==> config.mk <==
export PLATFORM = sky130hd
export DESIGN_NAME = pofw_ctrl
export DESIGN_NICKNAME = d
export VERILOG_FILES = /design/src/rtl/pofw_pkg.sv /design/src/rtl/pofw_ctrl.sv
export VERILOG_INCLUDE_DIRS = /design/src /design/src/rtl
export SDC_FILE = /design/constraint.sdc
export NUM_CORES = 1
export LEC_CHECK = 0
export BUFFER_PORTS_ARGS = -buffer_cell sky130_fd_sc_hd__buf_2
export CORE_UTILIZATION = 50
export DETAILED_ROUTE_END_ITERATION = 16
export PLACE_DENSITY = 0.82
export SKIP_CTS_REPAIR_TIMING = 1
export SLEW_MARGIN = 20
export SYNTH_ARGS = -nofsm -noshare
export SYNTH_HDL_FRONTEND = slang
export SYNTH_SLANG_ARGS = --single-unit
export TNS_END_PERCENT = 100
==> constraint.sdc <==
create_clock -name i_clk -period 3.6 [get_ports i_clk]
set_input_delay 0.9 -clock i_clk [delete_from_list [all_inputs] [get_ports i_clk]]
set_output_delay 0.9 -clock i_clk [all_outputs]
set_load 0.01 [all_outputs]
==> src/rtl/pofw_defs.svh <==
`ifndef POFW_DEFS_SVH
`define POFW_DEFS_SVH
`define POFW_CMD_OPERATION 8'h01
`define POFW_CMD_ON_OFF_SETUP 8'h02
`define POFW_CMD_CLEAR_FAULTS 8'h03
`define POFW_CMD_WRITE_LOCK 8'h10
`define POFW_CMD_STORE_ALL 8'h11
`define POFW_CMD_RESTORE_ALL 8'h12
`define POFW_CMD_VOUT 8'h21
`define POFW_SETUP_RST 8'h16
`define POFW_LOCK_RST 8'h00
`define POFW_BIT_PU 4
`define POFW_BIT_CMD 3
`define POFW_BIT_CPR 2
`define POFW_BIT_POL 1
`define POFW_BIT_CPA 0
`define POFW_BIT_ON 7
`define POFW_BIT_SOFT 6
`endif

==> src/rtl/pofw_pkg.sv <==
package pofw_pkg;
	typedef struct packed {
		logic valid;
		logic [7:0] code;
		logic [7:0] data;
		logic has_data;
	} pofw_cmd_t;
	typedef struct packed {
		logic run;
		logic hard_off;
		logic ls_on;
		logic alert;
		logic cml;
		logic ov_flag;
		logic fault_flag;
	} pofw_stat_t;
	typedef enum logic [1:0] {POFW_OFF, POFW_RUN, POFW_LATCH} pofw_state_t;
endpackage

==> src/rtl/pofw_ctrl.sv <==
`timescale 1ns/1ps
`include "pofw_defs.svh"
module pofw_ctrl (
	input wire logic i_clk, // 250 MHz
	input wire logic i_srst, // sync reset, also power-up reload
	input wire pofw_pkg::pofw_cmd_t i_cmd, // decoded host command/write
	input wire logic [7:0] i_rd_code, // read command code
	input wire logic [7:0] i_nvm_setup, // stored setup value
	input wire logic [7:0] i_nvm_lock, // stored lock value
	input wire logic [7:0] i_nvm_oper, // stored operation value
	input wire logic i_enable_pin, // external enable pin
	input wire logic i_vin_ok, // input above lockout
	input wire logic i_fault, // fault condition present
	input wire logic i_fault_latch, // fault response is latch-off
	input wire logic i_ov_fault, // overvoltage condition
	input wire logic i_below_uv, // output below undervoltage limit
	input wire logic i_ov_release_select, // release switch at uv
	output logic [7:0] o_rd_data, // read data
	output logic o_store_req, // pulse: store setup and lock
	output logic [7:0] o_store_setup, // setup value to store
	output logic [7:0] o_store_lock, // lock value to store
	output logic o_vout_we, // pulse: vout write accepted
	output logic o_other_we, // pulse: other write accepted
	output pofw_pkg::pofw_stat_t o_stat // control and status
);
	import pofw_pkg::*;

	// ****************************************
	// lock decode
	// ****************************************
	function automatic logic allowed(input logic [7:0] lock, input logic [7:0] code);
		logic ok;
		ok = 1'b1;
		case (lock[7:5])
			3'b100: ok = (code == `POFW_CMD_WRITE_LOCK);
			3'b010: ok = (code == `POFW_CMD_WRITE_LOCK) || (code == `POFW_CMD_OPERATION);
			3'b001: ok = (code == `POFW_CMD_WRITE_LOCK) || (code == `POFW_CMD_OPERATION) ||
				(code == `POFW_CMD_ON_OFF_SETUP) || (code == `POFW_CMD_VOUT);
			default: ok = 1'b1;
		endcase
		return ok;
	endfunction

	function automatic logic multi(input logic [7:0] lock);
		return (lock[7] & lock[6]) | (lock[7] & lock[5]) | (lock[6] & lock[5]);
	endfunction

	// ****************************************
	// state
	// ****************************************
	logic [7:0] setup_reg, setup_next;
	logic [7:0] lock_reg, lock_next;
	logic [7:0] oper_reg, oper_next;
	logic pol_reg, pol_next;
	logic [7:0] rd_reg, rd_next;
	logic store_reg, store_next;
	logic vout_we_reg, vout_we_next;
	logic other_we_reg, other_we_next;
	logic ov_flag_reg, ov_flag_next;
	logic ov_armed_reg, ov_armed_next;
	logic fault_flag_reg, fault_flag_next;
	logic cml_reg, cml_next;
	logic alert_reg, alert_next;
	logic ls_reg, ls_next;
	logic hard_reg, hard_next;
	pofw_state_t state_reg, state_next;
	logic boot_reg;

	logic pin_on, op_on, want_on, wr_ok, clr;

	always_comb begin
		wr_ok = i_cmd.valid && allowed(lock_reg, i_cmd.code);
		clr = wr_ok && (i_cmd.code == `POFW_CMD_CLEAR_FAULTS);
		pin_on = pol_reg ? i_enable_pin : ~i_enable_pin;
		op_on = oper_reg[`POFW_BIT_ON] && i_vin_ok && !i_fault;
		if (!setup_reg[`POFW_BIT_PU]) begin
			want_on = i_vin_ok;
		end else begin
			want_on = i_vin_ok && setup_reg[`POFW_BIT_PU]
				&& (!setup_reg[`POFW_BIT_CPR] || pin_on)
				&& (!setup_reg[`POFW_BIT_CMD] || op_on)
				&& (setup_reg[`POFW_BIT_CPR] || setup_reg[`POFW_BIT_CMD]);
		end

		setup_next = setup_reg;
		lock_next = lock_reg;
		oper_next = oper_reg;
		pol_next = pol_reg;
		store_next = 1'b0;
		vout_we_next = 1'b0;
		other_we_next = 1'b0;
		if (wr_ok && i_cmd.has_data) begin
			case (i_cmd.code)
				`POFW_CMD_ON_OFF_SETUP: setup_next = {3'b000, i_cmd.data[4:0]};
				`POFW_CMD_WRITE_LOCK: lock_next = {i_cmd.data[7:5], 5'b00000};
				`POFW_CMD_OPERATION: begin
					if (!(i_cmd.data[7] & i_cmd.data[6])) begin
						oper_next = {i_cmd.data[7:6], 6'b000000};
					end
				end
				`POFW_CMD_VOUT: vout_we_next = 1'b1;
				default: other_we_next = 1'b1;
			endcase
		end
		if (i_cmd.valid && !i_cmd.has_data && i_cmd.code == `POFW_CMD_STORE_ALL) begin
			store_next = 1'b1;
		end
		if (i_cmd.valid && !i_cmd.has_data && i_cmd.code == `POFW_CMD_RESTORE_ALL) begin
			if (allowed(lock_reg, `POFW_CMD_ON_OFF_SETUP)) begin
				setup_next = {3'b000, i_nvm_setup[4:0]};
			end
			if (allowed(lock_reg, `POFW_CMD_OPERATION)) begin
				oper_next = {i_nvm_oper[7:6], 6'b000000};
			end
			lock_next = {i_nvm_lock[7:5], 5'b00000};
		end

		rd_next = 8'h00;
		case (i_rd_code)
			`POFW_CMD_ON_OFF_SETUP: rd_next = setup_reg;
			`POFW_CMD_WRITE_LOCK: rd_next = lock_reg;
			`POFW_CMD_OPERATION: rd_next = oper_reg;
			default: rd_next = 8'h00;
		endcase
	end

	// ****************************************
	// faults and run state
	// ****************************************
	always_comb begin
		state_next = state_reg;
		hard_next = hard_reg;
		ls_next = ls_reg;
		fault_flag_next = fault_flag_reg;
		ov_flag_next = ov_flag_reg;
		ov_armed_next = ov_armed_reg;
		cml_next = cml_reg;
		if (clr) begin
			fault_flag_next = 1'b0;
			cml_next = 1'b0;
			if (ov_armed_reg) begin
				ov_flag_next = 1'b0;
			end
			ov_armed_next = ov_flag_reg;
			ls_next = 1'b0;
		end
		if (i_fault) begin
			fault_flag_next = 1'b1;
		end
		if (i_ov_fault) begin
			ov_flag_next = 1'b1;
			ov_armed_next = 1'b0;
		end
		if (i_cmd.valid && multi(i_cmd.code == `POFW_CMD_WRITE_LOCK ? lock_next : 8'h00)) begin
			cml_next = 1'b1;
		end
		if (i_cmd.valid && i_cmd.has_data && i_cmd.code == `POFW_CMD_OPERATION &&
			i_cmd.data[7] && i_cmd.data[6]) begin
			cml_next = 1'b1;
		end
		if (i_ov_fault && i_fault_latch) begin
			ls_next = 1'b1;
		end else if (ls_reg && i_ov_release_select && i_below_uv) begin
			ls_next = 1'b0;
		end
		case (state_reg)
			POFW_OFF: begin
				if (want_on && !i_fault) begin
					state_next = POFW_RUN;
				end
			end
			POFW_RUN: begin
				if (i_fault && i_fault_latch) begin
					state_next = POFW_LATCH;
					hard_next = 1'b1;
				end else if (!want_on || i_fault) begin
					state_next = POFW_OFF;
					if (setup_reg[`POFW_BIT_CPR] && !pin_on) begin
						hard_next = setup_reg[`POFW_BIT_CPA];
					end else begin
						hard_next = !oper_reg[`POFW_BIT_SOFT];
					end
				end
			end
			POFW_LATCH: state_next = POFW_LATCH;
			default: state_next = POFW_OFF;
		endcase
		alert_next = fault_flag_next | ov_flag_next | cml_next;
	end

	always_ff @(posedge i_clk) begin
		if (i_srst) begin
			setup_reg <= `POFW_SETUP_RST;
			lock_reg <= `POFW_LOCK_RST;
			oper_reg <= 8'h00;
			pol_reg <= 1'b1;
			boot_reg <= 1'b1;
			rd_reg <= 8'h00;
			store_reg <= 1'b0;
			vout_we_reg <= 1'b0;
			other_we_reg <= 1'b0;
			ov_flag_reg <= 1'b0;
			ov_armed_reg <= 1'b0;
			fault_flag_reg <= 1'b0;
			cml_reg <= 1'b0;
			alert_reg <= 1'b0;
			ls_reg <= 1'b0;
			hard_reg <= 1'b0;
			state_reg <= POFW_OFF;
		end else if (boot_reg) begin
			// reload stored settings once after reset release
			setup_reg <= {3'b000, i_nvm_setup[4:0]};
			pol_reg <= i_nvm_setup[`POFW_BIT_POL];
			lock_reg <= {i_nvm_lock[7:5], 5'b00000};
			oper_reg <= {i_nvm_oper[7:6], 6'b000000};
			boot_reg <= 1'b0;
		end else begin
			setup_reg <= setup_next;
			lock_reg <= lock_next;
			oper_reg <= oper_next;
			pol_reg <= pol_next;
			rd_reg <= rd_next;
			store_reg <= store_next;
			vout_we_reg <= vout_we_next;
			other_we_reg <= other_we_next;
			ov_flag_reg <= ov_flag_next;
			ov_armed_reg <= ov_armed_next;
			fault_flag_reg <= fault_flag_next;
			cml_reg <= cml_next;
			alert_reg <= alert_next;
			ls_reg <= ls_next;
			hard_reg <= hard_next;
			state_reg <= state_next;
		end
	end

	always_ff @(posedge i_clk) begin
		o_rd_data <= rd_reg;
		o_store_req <= store_reg;
		o_store_setup <= setup_reg;
		o_store_lock <= lock_reg;
		o_vout_we <= vout_we_reg;
		o_other_we <= other_we_reg;
		o_stat <= '{run: (state_reg == POFW_RUN), hard_off: hard_reg, ls_on: ls_reg,
			alert: alert_reg, cml: cml_reg, ov_flag: ov_flag_reg, fault_flag: fault_flag_reg};
	end
endmodule

* Word-level counts from Yosys, hierarchy flattened
Index checks and enable logic that the tools add are counted.
Word-level totals: bits in registers 80, input port bits 59, logic and storage cells 158, output and inout bits 34
Cells by class: muxes and demuxes 50, reduce and logical (&&, ||, !) cells 48, equality and inequality tests 17, bitwise gates (word level) 10
Operators by type and width (count):
- $mux W8 | 15
- $eq A8 B5 Y1 const B | 4
- $mux W1 | 28
- $eq A8 B2 Y1 const B | 3
- $pmux W8 S3 | 1
- $logic_and A1 B1 Y1 | 23
- $eq A8 B1 Y1 const B | 2
- $eq A8 B6 Y1 const B | 1
- $logic_not A1 Y1 | 7
- $logic_or A1 B1 Y1 | 7
- $mux W2 | 3
- $pmux W2 S3 | 1
- $reduce_and A3 Y1 | 2
- $mux W5 | 1
- $and A1 B1 Y1 | 4
- $or A1 B1 Y1 | 4
- $reduce_and A2 Y1 | 2
- $reduce_bool A2 Y1 | 2
- $reduce_or A2 Y1 | 2
- $reduce_or A4 Y1 | 1
- $eq A3 B1 Y1 const B | 1
- $eq A3 B2 Y1 const B | 1
- $eq A3 B3 Y1 const B | 1
- $ne A3 B3 Y1 const B | 1
- other kinds (7) | 8

* Longest topological paths before layout
Gate-level depths: netlist of run 1.
depth in word-level cells 17, depth in mapped cells 7, depth with buffers taken out 6

* Worst setup path after synthesis of run 1
Ideal clock, no wire load.
path kind input-to-reg, start point input port i_cmd[13] (netlist name), end point register setup_reg[0], data arrival time 2.695 ns, library setup time 0.117 ns, setup slack 0.789 ns, cell stages on the path 7, path buffers 1, data required time 3.483 ns, cell sequence buf_2 -> or4b_1 -> nor2_2 -> a211oi_1 -> nor3_4 -> mux2_1 -> a22o_1
Between the ends: longest elaborated chain between the ends 11, elaborated cells on any way between the ends 17, those cells by class eq/ne (5); mux (6); reduce/logical (6)
RTL lines:
- start: declaration | RTL line pofw_ctrl.sv:6 | input wire pofw_pkg::pofw_cmd_t i_cmd,
- $eq A8 B5 Y1 / $eq A8 B1 Y1 (equally long branches)
- $logic_or A1 B1 Y1 | RTL line pofw_ctrl.sv:36, pofw_ctrl.sv:37
- $logic_or A1 B1 Y1 (2 in a row) | RTL line pofw_ctrl.sv:37 | 3'b001: ok = (code == `POFW_CMD_WRITE_LOCK) || (code == `POFW_CMD_OPERATION) ||
- $pmux W1 S3 | RTL line pofw_ctrl.sv:34 | case (lock[7:5])
- $logic_and A1 B1 Y1 | RTL line pofw_ctrl.sv:72 | wr_ok = i_cmd.valid && allowed(lock_reg, i_cmd.code);
- $logic_and A1 B1 Y1 | RTL line pofw_ctrl.sv:92 | if (wr_ok && i_cmd.has_data) begin
- $mux W8 | RTL line pofw_ctrl.sv:92
- $mux W8 | RTL line pofw_ctrl.sv:109 | if (allowed(lock_reg, `POFW_CMD_ON_OFF_SETUP)) begin
- $mux W8 * | RTL line pofw_ctrl.sv:108 | if (i_cmd.valid && !i_cmd.has_data && i_cmd.code == `POFW_CMD_RESTORE_ALL) begin
- $mux W5 * | RTL line pofw_ctrl.sv:210 | end else if (boot_reg) begin
- end signal: assignment | RTL line pofw_ctrl.sv:193 | setup_reg <= `POFW_SETUP_RST;
- end signal: assignment | RTL line pofw_ctrl.sv:212 | setup_reg <= {3'b000, i_nvm_setup[4:0]};
- end signal: assignment | RTL line pofw_ctrl.sv:218 | setup_reg <= setup_next;
- end: declaration | RTL line pofw_ctrl.sv:51 | logic [7:0] setup_reg, setup_next;
Every way passes the cells marked *; elsewhere a longest branch is shown, timed or not. A chain may end at the register's enable or synchronous reset.

* Worst setup path after layout of run 1
start point input port i_cmd[12] (netlist name), end point register setup_reg[0]
The elaborated chain is that of the path after synthesis.

==> results.json, run 1 <==
{
  "status": "finished, final reports clean",
  "endpoint_kind": "flip-flop",
  "crit_type": "in -> reg",
  "ant_nets": 0,
  "cts_max_level": 3,
  "final_common_cell": "dfxtp_1",
  "critPathArrivalTime_ns": 2.96,
  "fp-row-count": 27,
  "finalWirelength_mm": 7.23,
  "die_height_microns": 79.1,
  "cts_sinks": 80,
  "worstSetupStartpointType": "input port",
  "syn_inst": 296,
  "grt_max_degree": 25,
  "drv_cap": 0,
  "power_frac_seq": 0.548,
  "synth-main-ff-cell": "dfxtp_1",
  "min_to": "o_rd_data[2]$_DFF_P_",
  "powerDensity_nw_per_um2": 464,
  "dr_total_vias": 2624,
  "p_sw_mw": 0.405,
  "drc": 0,
  "post-route-period-util": 0.754,
  "clkPwrFrac": 0.373,
  "port_buffers": 78,
  "timing.final.ws_setup_ns": 0.887,
  "timing.hold.ws_ns": 0.352,
  "drt_iter0_markers": 127,
  "hpwl_mm": 5.16,
  "clk_latency_ns": 0.35,
  "die-area_sq_um": 6250,
  "power_frac_comb": 0.079,
  "max_slew_margin": 0.398,
  "area_growth_pct": 22.4,
  "cts_buffers": 9,
  "r2r_setup_slack_ns": 1.55,
  "place.gp.congestion": 0.894,
  "r2r-start": "boot_reg$_DFF_P_",
  "grt_overflow": 0,
  "min_period_ns": 2.71,
  "tightest_slew_ns": 0.895,
  "start_util": 0.530,
  "syn_area_per_cell_sq_um": 10.0,
  "min_from": "rd_reg[2]$_SDFFE_PP0N_",
  "yosysUniqueCellTypes": 57,
  "clock_skew_ns": 0.00514,
  "cts_buffer_depth": 2,
  "root_buffer": "clkbuf_8",
  "layout-drive-gt1-share": 0.288,
  "synth_warnings": 0,
  "dr.pass1.iters": 5,
  "nNetsFinal": 440,
  "drv_slew": 0,
  "n_antenna_cell": 0,
  "fp.dieW_microns": 79.1,
  "max_freq_mhz": 369,
  "r2r-end": "rd_reg[3]$_SDFFE_PP0N_",
  "leakagePower_nw": 1.48,
  "finalSetupViolCount": 0,
  "antenna_found_initial": 0,
  "first_global_vias": 2574,
  "place_ws_ns": 0.549,
  "track_usage": 0.253,
  "cts_tree": "yes",
  "setup_tns_ns": 0,
  "post-route-cell-area_sq_um": 3630,
  "mostFrequentLayoutCells": "dfxtp_1, buf_2, nand2_1",
  "finalHoldViolCount": 0,
  "placed_cell_area_sq_um": 3450,
  "wl_per_cell_microns": 15.8,
  "rr_worst_depth": 4,
  "cp-startpoint": "i_cmd[12]",
  "via_per_inst": 5.73,
  "whs_path_depth": 0,
  "worstPathRequired_ns": 3.85,
  "critPathMaxFanout": 11,
  "synth_edf_count": 0,
  "ios": 93,
  "async_reset_ff_frac": 0,
  "ys_seq_area_frac": 0.539,
  "irDropWorstVdd_mv": 0.218,
  "synth.cell_area_sq_um": 2970,
  "grt_setup_unrepaired": "no",
  "syn-num-nets": 355,
  "power.internal_mw": 1.28,
  "grt_first_pass_wirelength_mm": 12.1,
  "coreArea_sq_um": 5610,
  "clkTransAtPathRegs_ns": 0.08,
  "synth_seq_cells": 80,
  "p_sw_frac": 0.240,
  "holdCritPathClass": "reg -> reg"
}
-- logic make-up after synthesis --
kind of cell              after synthesis  synth area share
and+or+nand+nor                       126             0.252
buffers and inverters                  13            0.0194
AOI/OAI and AO/OA                      68             0.160
xor gates and xnor gates                3           0.00885
DFF                                    80             0.539
muxes                                   6            0.0211
-- through the flow --
stage               total power [mW]  std cells  utilization
floorplan                       1.01        296            -
global placement                1.07        442        0.614
detailed placement              1.08        442        0.614
CTS                             1.70        458        0.648
global route                    1.76        458        0.648
finish                          1.69        458        0.648
-- metal layers --
| metal | GRT usage | up-vias | wire, microns |
|---|---|---|---|
| li1 | - | 1274 | - |
| met1 | 0.312 | 1230 | 3150 |
| met2 | 0.418 | 105 | 3460 |
| met3 | 0.0552 | 15 | 484 |
| met4 | 0.120 | 0 | 139 |
| met5 | 0 | - | 0 |
-- synthesized netlist by cell type (5+ instances only) --
master / number / share of area
nor3_1: 14 / 0.024
nand2_1: 34 / 0.043
a222oi_1: 8 / 0.027
a31oi_1: 6 / 0.013
a21oi_1: 16 / 0.027
and2_1: 16 / 0.034
nor2_1: 17 / 0.021
nand3_1: 6 / 0.010
nand4_1: 5 / 0.011
clkbuf_1: 7 / 0.0088
dfxtp_1: 80 / 0.54
o21ai_0: 13 / 0.022
-- power groups by stage --
stage	sequential (mW)	combinational, mW	clock (mW)
after floorplan	0.941	0.0729	0
after global placement	0.944	0.129	0
after detailed placement	0.945	0.132	0
after CTS	0.924	0.132	0.641
after global routing	0.927	0.148	0.682
final	0.924	0.133	0.629
-- worst max-delay path by stage --
stage | end | slack [ns] | cells after the start
floorplan | setup_reg[0]$_SDFF_PP0_ | 0.79 | 7
global placement | setup_reg[3]$_SDFF_PP0_ | 0.61 | 7
detailed placement | setup_reg[3]$_SDFF_PP0_ | 0.55 | 7
CTS | setup_reg[0]$_SDFF_PP0_ | 0.93 | 7
global route | setup_reg[0]$_SDFF_PP0_ | 0.76 | 7
finish | setup_reg[0]$_SDFF_PP0_ | 0.89 | 7
-- final cells by class --
class | instances | area [sq um]
clock buffers | 11 | 131
clock inverters | 5 | 57.6
fillers | 478 | 1970
inverters | 4 | 15.0
multi-input cells | 203 | 1310
flip-flops and latches | 80 | 1600
well taps | 72 | 90.1
repair buffers | 83 | 428
-- critical path: stages --
cell      delay (ns)
buf_2           0.11
or4_4           0.61
nor3_2          0.28
a211oi_1        0.19
nor3_4          0.30
mux2_1          0.35
a22o_1          0.20
Power figures use the tool's default switching activity.
==> inputs of run 2 (changes only) <==
- clock period: 3.6 -> 2.7 ns (I/O delays scaled with it)
==> run 2 against run 1 <==
  * Sequential power rose by 33%
  * Combinational power rose by 47%
  * Clock skew rose by 0.0015 ns
  * Worst setup slack got worse by 0.58 ns
==> results.json, run 2 (same netlist as run 1, synthesis figures left out) <==
{
  "status": "finished, final reports clean",
  "critPathMaxFanout": 10,
  "drc": 0,
  "crit_slowest_cell": "or4_4",
  "finalSetupViolCount": 0,
  "cts_sinks": 80,
  "hpwl_mm": 5.25,
  "multi_input_area_sq_um": 1310,
  "clkTransAtPathRegs_ns": 0.08,
  "area_growth_pct": 28.6,
  "die-area_sq_um": 6250,
  "clock_skew_ns": 0.00669,
  "regArea_sq_um": 1600,
  "crit_type": "in -> reg",
  "cts_buffers": 9,
  "place.gp.congestion": 0.887,
  "layout-drive-gt1-share": 0.318,
  "fp.dieW_microns": 79.1,
  "drt_iter0_markers": 249,
  "dr.pass1.iters": 6,
  "cp-startpoint": "i_cmd[12]",
  "max_freq_mhz": 417,
  "max_stage_delay_ns": 0.61,
  "via_per_inst": 5.76,
  "min_from": "rd_reg[0]$_SDFFE_PP0N_",
  "nNetsFinal": 454,
  "antenna_found_initial": 0,
  "grt_first_pass_wirelength_mm": 12.0,
  "clk_latency_ns": 0.34,
  "start_util": 0.530,
  "rr_worst_depth": 6,
  "powerDensity_nw_per_um2": 670,
  "port_buffers": 78,
  "r2r-end": "setup_reg[0]$_SDFF_PP0_",
  "irDropWorstVdd_mv": 0.461,
  "final_common_cell": "dfxtp_1",
  "coreArea_sq_um": 5610,
  "leakagePower_nw": 1.58,
  "drv_cap": 0,
  "n_antenna_cell": 0,
  "ios": 93,
  "crit_path_end": "cml_reg$_SDFFE_PP0N_",
  "holdCritPathClass": "reg -> reg",
  "post-place-cells": 456,
  "max_slew_margin": 0.587,
  "crit_path_cell_trace": "buf_2 > or4_4 > buf_4 > nor4_1 > a31oi_1 > o2111a_1 > a41oi_1 > a311oi_1",
  "cts_buffer_depth": 2,
  "r2r-start": "lock_reg[6]$_SDFF_PP0_",
  "finalNonFillerCells": 472,
  "grt_max_degree": 25,
  "post-route-cell-area_sq_um": 3820,
  "endpoint_kind": "flip-flop",
  "mostFrequentLayoutCells": "dfxtp_1, buf_2, nand2_1",
  "critPathArrivalTime_ns": 2.61,
  "finalWirelength_mm": 7.32,
  "r2r_setup_slack_ns": 0.74,
  "cts_tree": "yes",
  "ant_nets": 0,
  "cts_max_level": 3,
  "grt_setup_unrepaired": "no",
  "first_global_vias": 2648,
  "worstPathRequired_ns": 2.91,
  "fp-row-count": 27,
  "dr_total_vias": 2717,
  "wl_per_cell_microns": 15.5,
  "root_buffer": "clkbuf_8",
  "track_usage": 0.251,
  "nFillCells": 450,
  "worstSetupStartpointType": "input port",
  "post-route-period-util": 0.888,
  "setup_tns_ns": 0,
  "drv_slew": 0,
  "totalPowerFinal_mw": 2.56,
  "timing.hold.ws_ns": 0.355,
  "die_height_microns": 79.1,
  "grt_overflow": 0,
  "finalHoldViolCount": 0,
  "min_period_ns": 2.40,
  "tightest_slew_ns": 0.617,
  "placed_cell_area_sq_um": 3550
}
-- run 2: cell types whose count changed in the layout (fill, tap and decap cells not counted), sizes merged --
cell	delta
buf	+14
clkbuf	-1
clkinv	-2
bufinv	+3
-- run 2: layer usage --
layer,vias up,GRT usage,share of wire
met2,124,0.427,0.49
li1,1303,-,-
met5,-,0,0
met1,1276,0.303,0.42
met3,14,0.0724,0.071
met4,0,0.0873,0.010
-- run 2: report_power, final --
part | switching [mW] | total, mW | internal [mW]
sequential | 0.0209 | 1.23 | 1.21
combinational | 0.111 | 0.196 | 0.0845
clock | 0.407 | 1.14 | 0.729
total | 0.539 | 2.56 | 2.02
-- run 2: how the worst min path moves through the flow --
stage,end,slack [ns],depth (start not counted)
floorplan,o_store_lock[6]$_DFF_P_,0.33,0
global placement,o_rd_data[3]$_DFF_P_,0.34,0
detailed placement,o_rd_data[0]$_DFF_P_,0.34,0
CTS,o_rd_data[1]$_DFF_P_,0.36,0
global route,o_rd_data[1]$_DFF_P_,0.36,0
finish,o_rd_data[0]$_DFF_P_,0.36,0
-- run 2: final cells by class --
type,count,share of cell area
sequential,80,0.419
multi-input combinational,203,0.343
timing repair buffer,97,0.140
clock buffer,10,0.0360
clock inverter,6,0.0341
tap,72,0.0236
inverter,4,0.00393
-- run 2: critical path, delay by kind of cell --
kind,cells,cell delay [ns]
AO/OA/AOI/OAI,4,0.81
AND/OR/NAND/NOR,2,0.85
buffers and inverters,2,0.28
-- run 2: per-stage QoR --
stage | setup slack [ns] | util
2_1_floorplan | 0.114 | -
3_3_place_gp | 0.0171 | 0.633
3_5_place_dp | -0.0180 | 0.633
4_1_cts | 0.339 | 0.681
5_1_grt | 0.228 | 0.681
6_report | 0.302 | 0.681
==> inputs of run 3 (changes only) <==
- REMOVE_ABC_BUFFERS: not set -> 1
==> run 3 against run 2 <==
  * Via count shrank 2.2%
  * Clock skew rose by 0.0022 ns
  * Flip-flop and latch count unchanged
  * Global-route usage is 0.35 points lower
  * Critical endpoint is now setup_reg[0]$_SDFF_PP0_
  * Total power decreased by 7.3%
  * Worst setup slack got worse by 0.033 ns
==> results.json, run 3 (same netlist as run 1, synthesis figures left out) <==
{
  "rr_worst_depth": 7,
  "worstPathRequired_ns": 2.94,
  "drc": 0,
  "dr_total_vias": 2656,
  "min_from": "store_reg$_SDFFE_PP0N_",
  "leakagePower_nw": 1.57,
  "layout-drive-gt1-share": 0.320,
  "hpwl_mm": 5.25,
  "ant_nets": 0,
  "min_period_ns": 2.43,
  "grt_overflow": 0,
  "area_growth_pct": 27.7,
  "holdCritPathClass": "reg -> reg",
  "finalWirelength_mm": 7.22,
  "worstSetupStartpointType": "input port",
  "timing.final.ws_setup_ns": 0.269,
  "fp-row-count": 27,
  "critPathArrivalTime_ns": 2.68,
  "irDropWorstVdd_mv": 0.383,
  "max_slew_margin": 0.627,
  "place_ws_ns": -0.0504,
  "mostFrequentLayoutCells": "dfxtp_1, buf_2, nand2_1",
  "post-route-period-util": 0.900,
  "crit_type": "in -> reg",
  "clk_latency_ns": 0.35,
  "wl_per_cell_microns": 15.2,
  "cts_sinks": 80,
  "tightest_slew_ns": 0.556,
  "placed_cell_area_sq_um": 3570,
  "start_util": 0.530,
  "r2r-end": "setup_reg[6]$_SDFF_PP0_",
  "clkTransAtPathRegs_ns": 0.08,
  "status": "finished, final reports clean",
  "dr.pass1.iters": 5,
  "cts_buffer_depth": 2,
  "cts_tree": "yes",
  "track_usage": 0.248,
  "critPathMaxFanout": 11,
  "first_global_vias": 2545,
  "via_per_inst": 5.59,
  "clock_skew_ns": 0.00891,
  "grt_max_degree": 25,
  "post-route-cell-area_sq_um": 3790,
  "final_common_cell": "dfxtp_1",
  "drt_iter0_markers": 188,
  "coreArea_sq_um": 5610,
  "root_buffer": "clkbuf_8",
  "powerDensity_nw_per_um2": 626,
  "n_antenna_cell": 0,
  "drv_cap": 0,
  "final_util": 0.676,
  "r2r-start": "lock_reg[5]$_SDFF_PP0_",
  "totalPowerFinal_mw": 2.37,
  "timing.hold.ws_ns": 0.354,
  "finalSetupViolCount": 0,
  "cts_max_level": 3,
  "grt_first_pass_wirelength_mm": 11.8,
  "r2r_setup_slack_ns": 0.57,
  "finalHoldViolCount": 0,
  "port_buffers": 78,
  "antenna_found_initial": 0,
  "nNetsFinal": 457,
  "nFillCells": 445,
  "ios": 93,
  "grt_setup_unrepaired": "no",
  "place.gp.congestion": 0.950,
  "whs_path_depth": 0,
  "die_height_microns": 79.1,
  "max_freq_mhz": 411,
  "die-area_sq_um": 6250,
  "min_to": "o_store_req$_DFF_P_",
  "fp.dieW_microns": 79.1,
  "endpoint_kind": "flip-flop",
  "cts_buffers": 9,
  "drv_slew": 0
}
run 3: cell types whose count changed in the layout (fill, tap and decap cells not counted), sizes merged:
cell      before  now
inv            4    5
clkinv         2    1
bufinv         4    2
clkinvlp       0    2
buf           97  100
run 3: worst max path at each step:
| stage | slack [ns] | startpoint | end |
|---|---|---|---|
| finish | 0.27 | i_cmd[12] | setup_reg[0]$_SDFF_PP0_ |
| global route | 0.18 | i_cmd[12] | setup_reg[0]$_SDFF_PP0_ |
| CTS | 0.27 | i_cmd[12] | setup_reg[0]$_SDFF_PP0_ |
| detailed placement | -0.05 | i_cmd[9] | cml_reg$_SDFFE_PP0N_ |
| global placement | -0.008 | i_cmd[9] | cml_reg$_SDFFE_PP0N_ |
| floorplan | 0.08 | i_cmd[12] | setup_reg[0]$_SDFF_PP0_ |
run 3: area by class of cell:
type,count,area [sq um],area share
Tap cell,72,90.1,0.0237
Sequential cell,80,1600,0.422
Timing Repair Buffer,100,556,0.146
Inverter,4,15.0,0.00396
Multi-Input combinational cell,203,1310,0.346
Clock buffer,10,128,0.0336
Clock inverter,6,92.6,0.0244
run 3: stage by stage:
stage	std cells	setup TNS, ns
floorplan	287	0
global placement	459	-0.00794
detailed placement	459	-0.152
CTS	475	0
global route	475	0
finish	475	0
run 3: critical path, stage by stage:
cell and delay (ns):
buf_2 0.11, or4_4 0.62, nor3_2 0.25, a211oi_1 0.19, nor3_4 0.25, mux2_1 0.37, a22o_1 0.21
run 3: report_power, final:
| part | total, mW | switching [mW] | internal, mW |
|---|---|---|---|
| clock network | 0.948 | 0.423 | 0.525 |
| logic | 0.197 | 0.112 | 0.0856 |
| registers | 1.23 | 0.0216 | 1.21 |
| total | 2.37 | 0.556 | 1.82 |
run 3: layer usage:
metal  part of all wire  track usage  vias to the layer above
met5                  0            0                        -
met3              0.056       0.0609                       14
met1               0.45        0.300                     1239
met2               0.48        0.411                       96
li1                   -            -                     1307
met4              0.022        0.120                        0
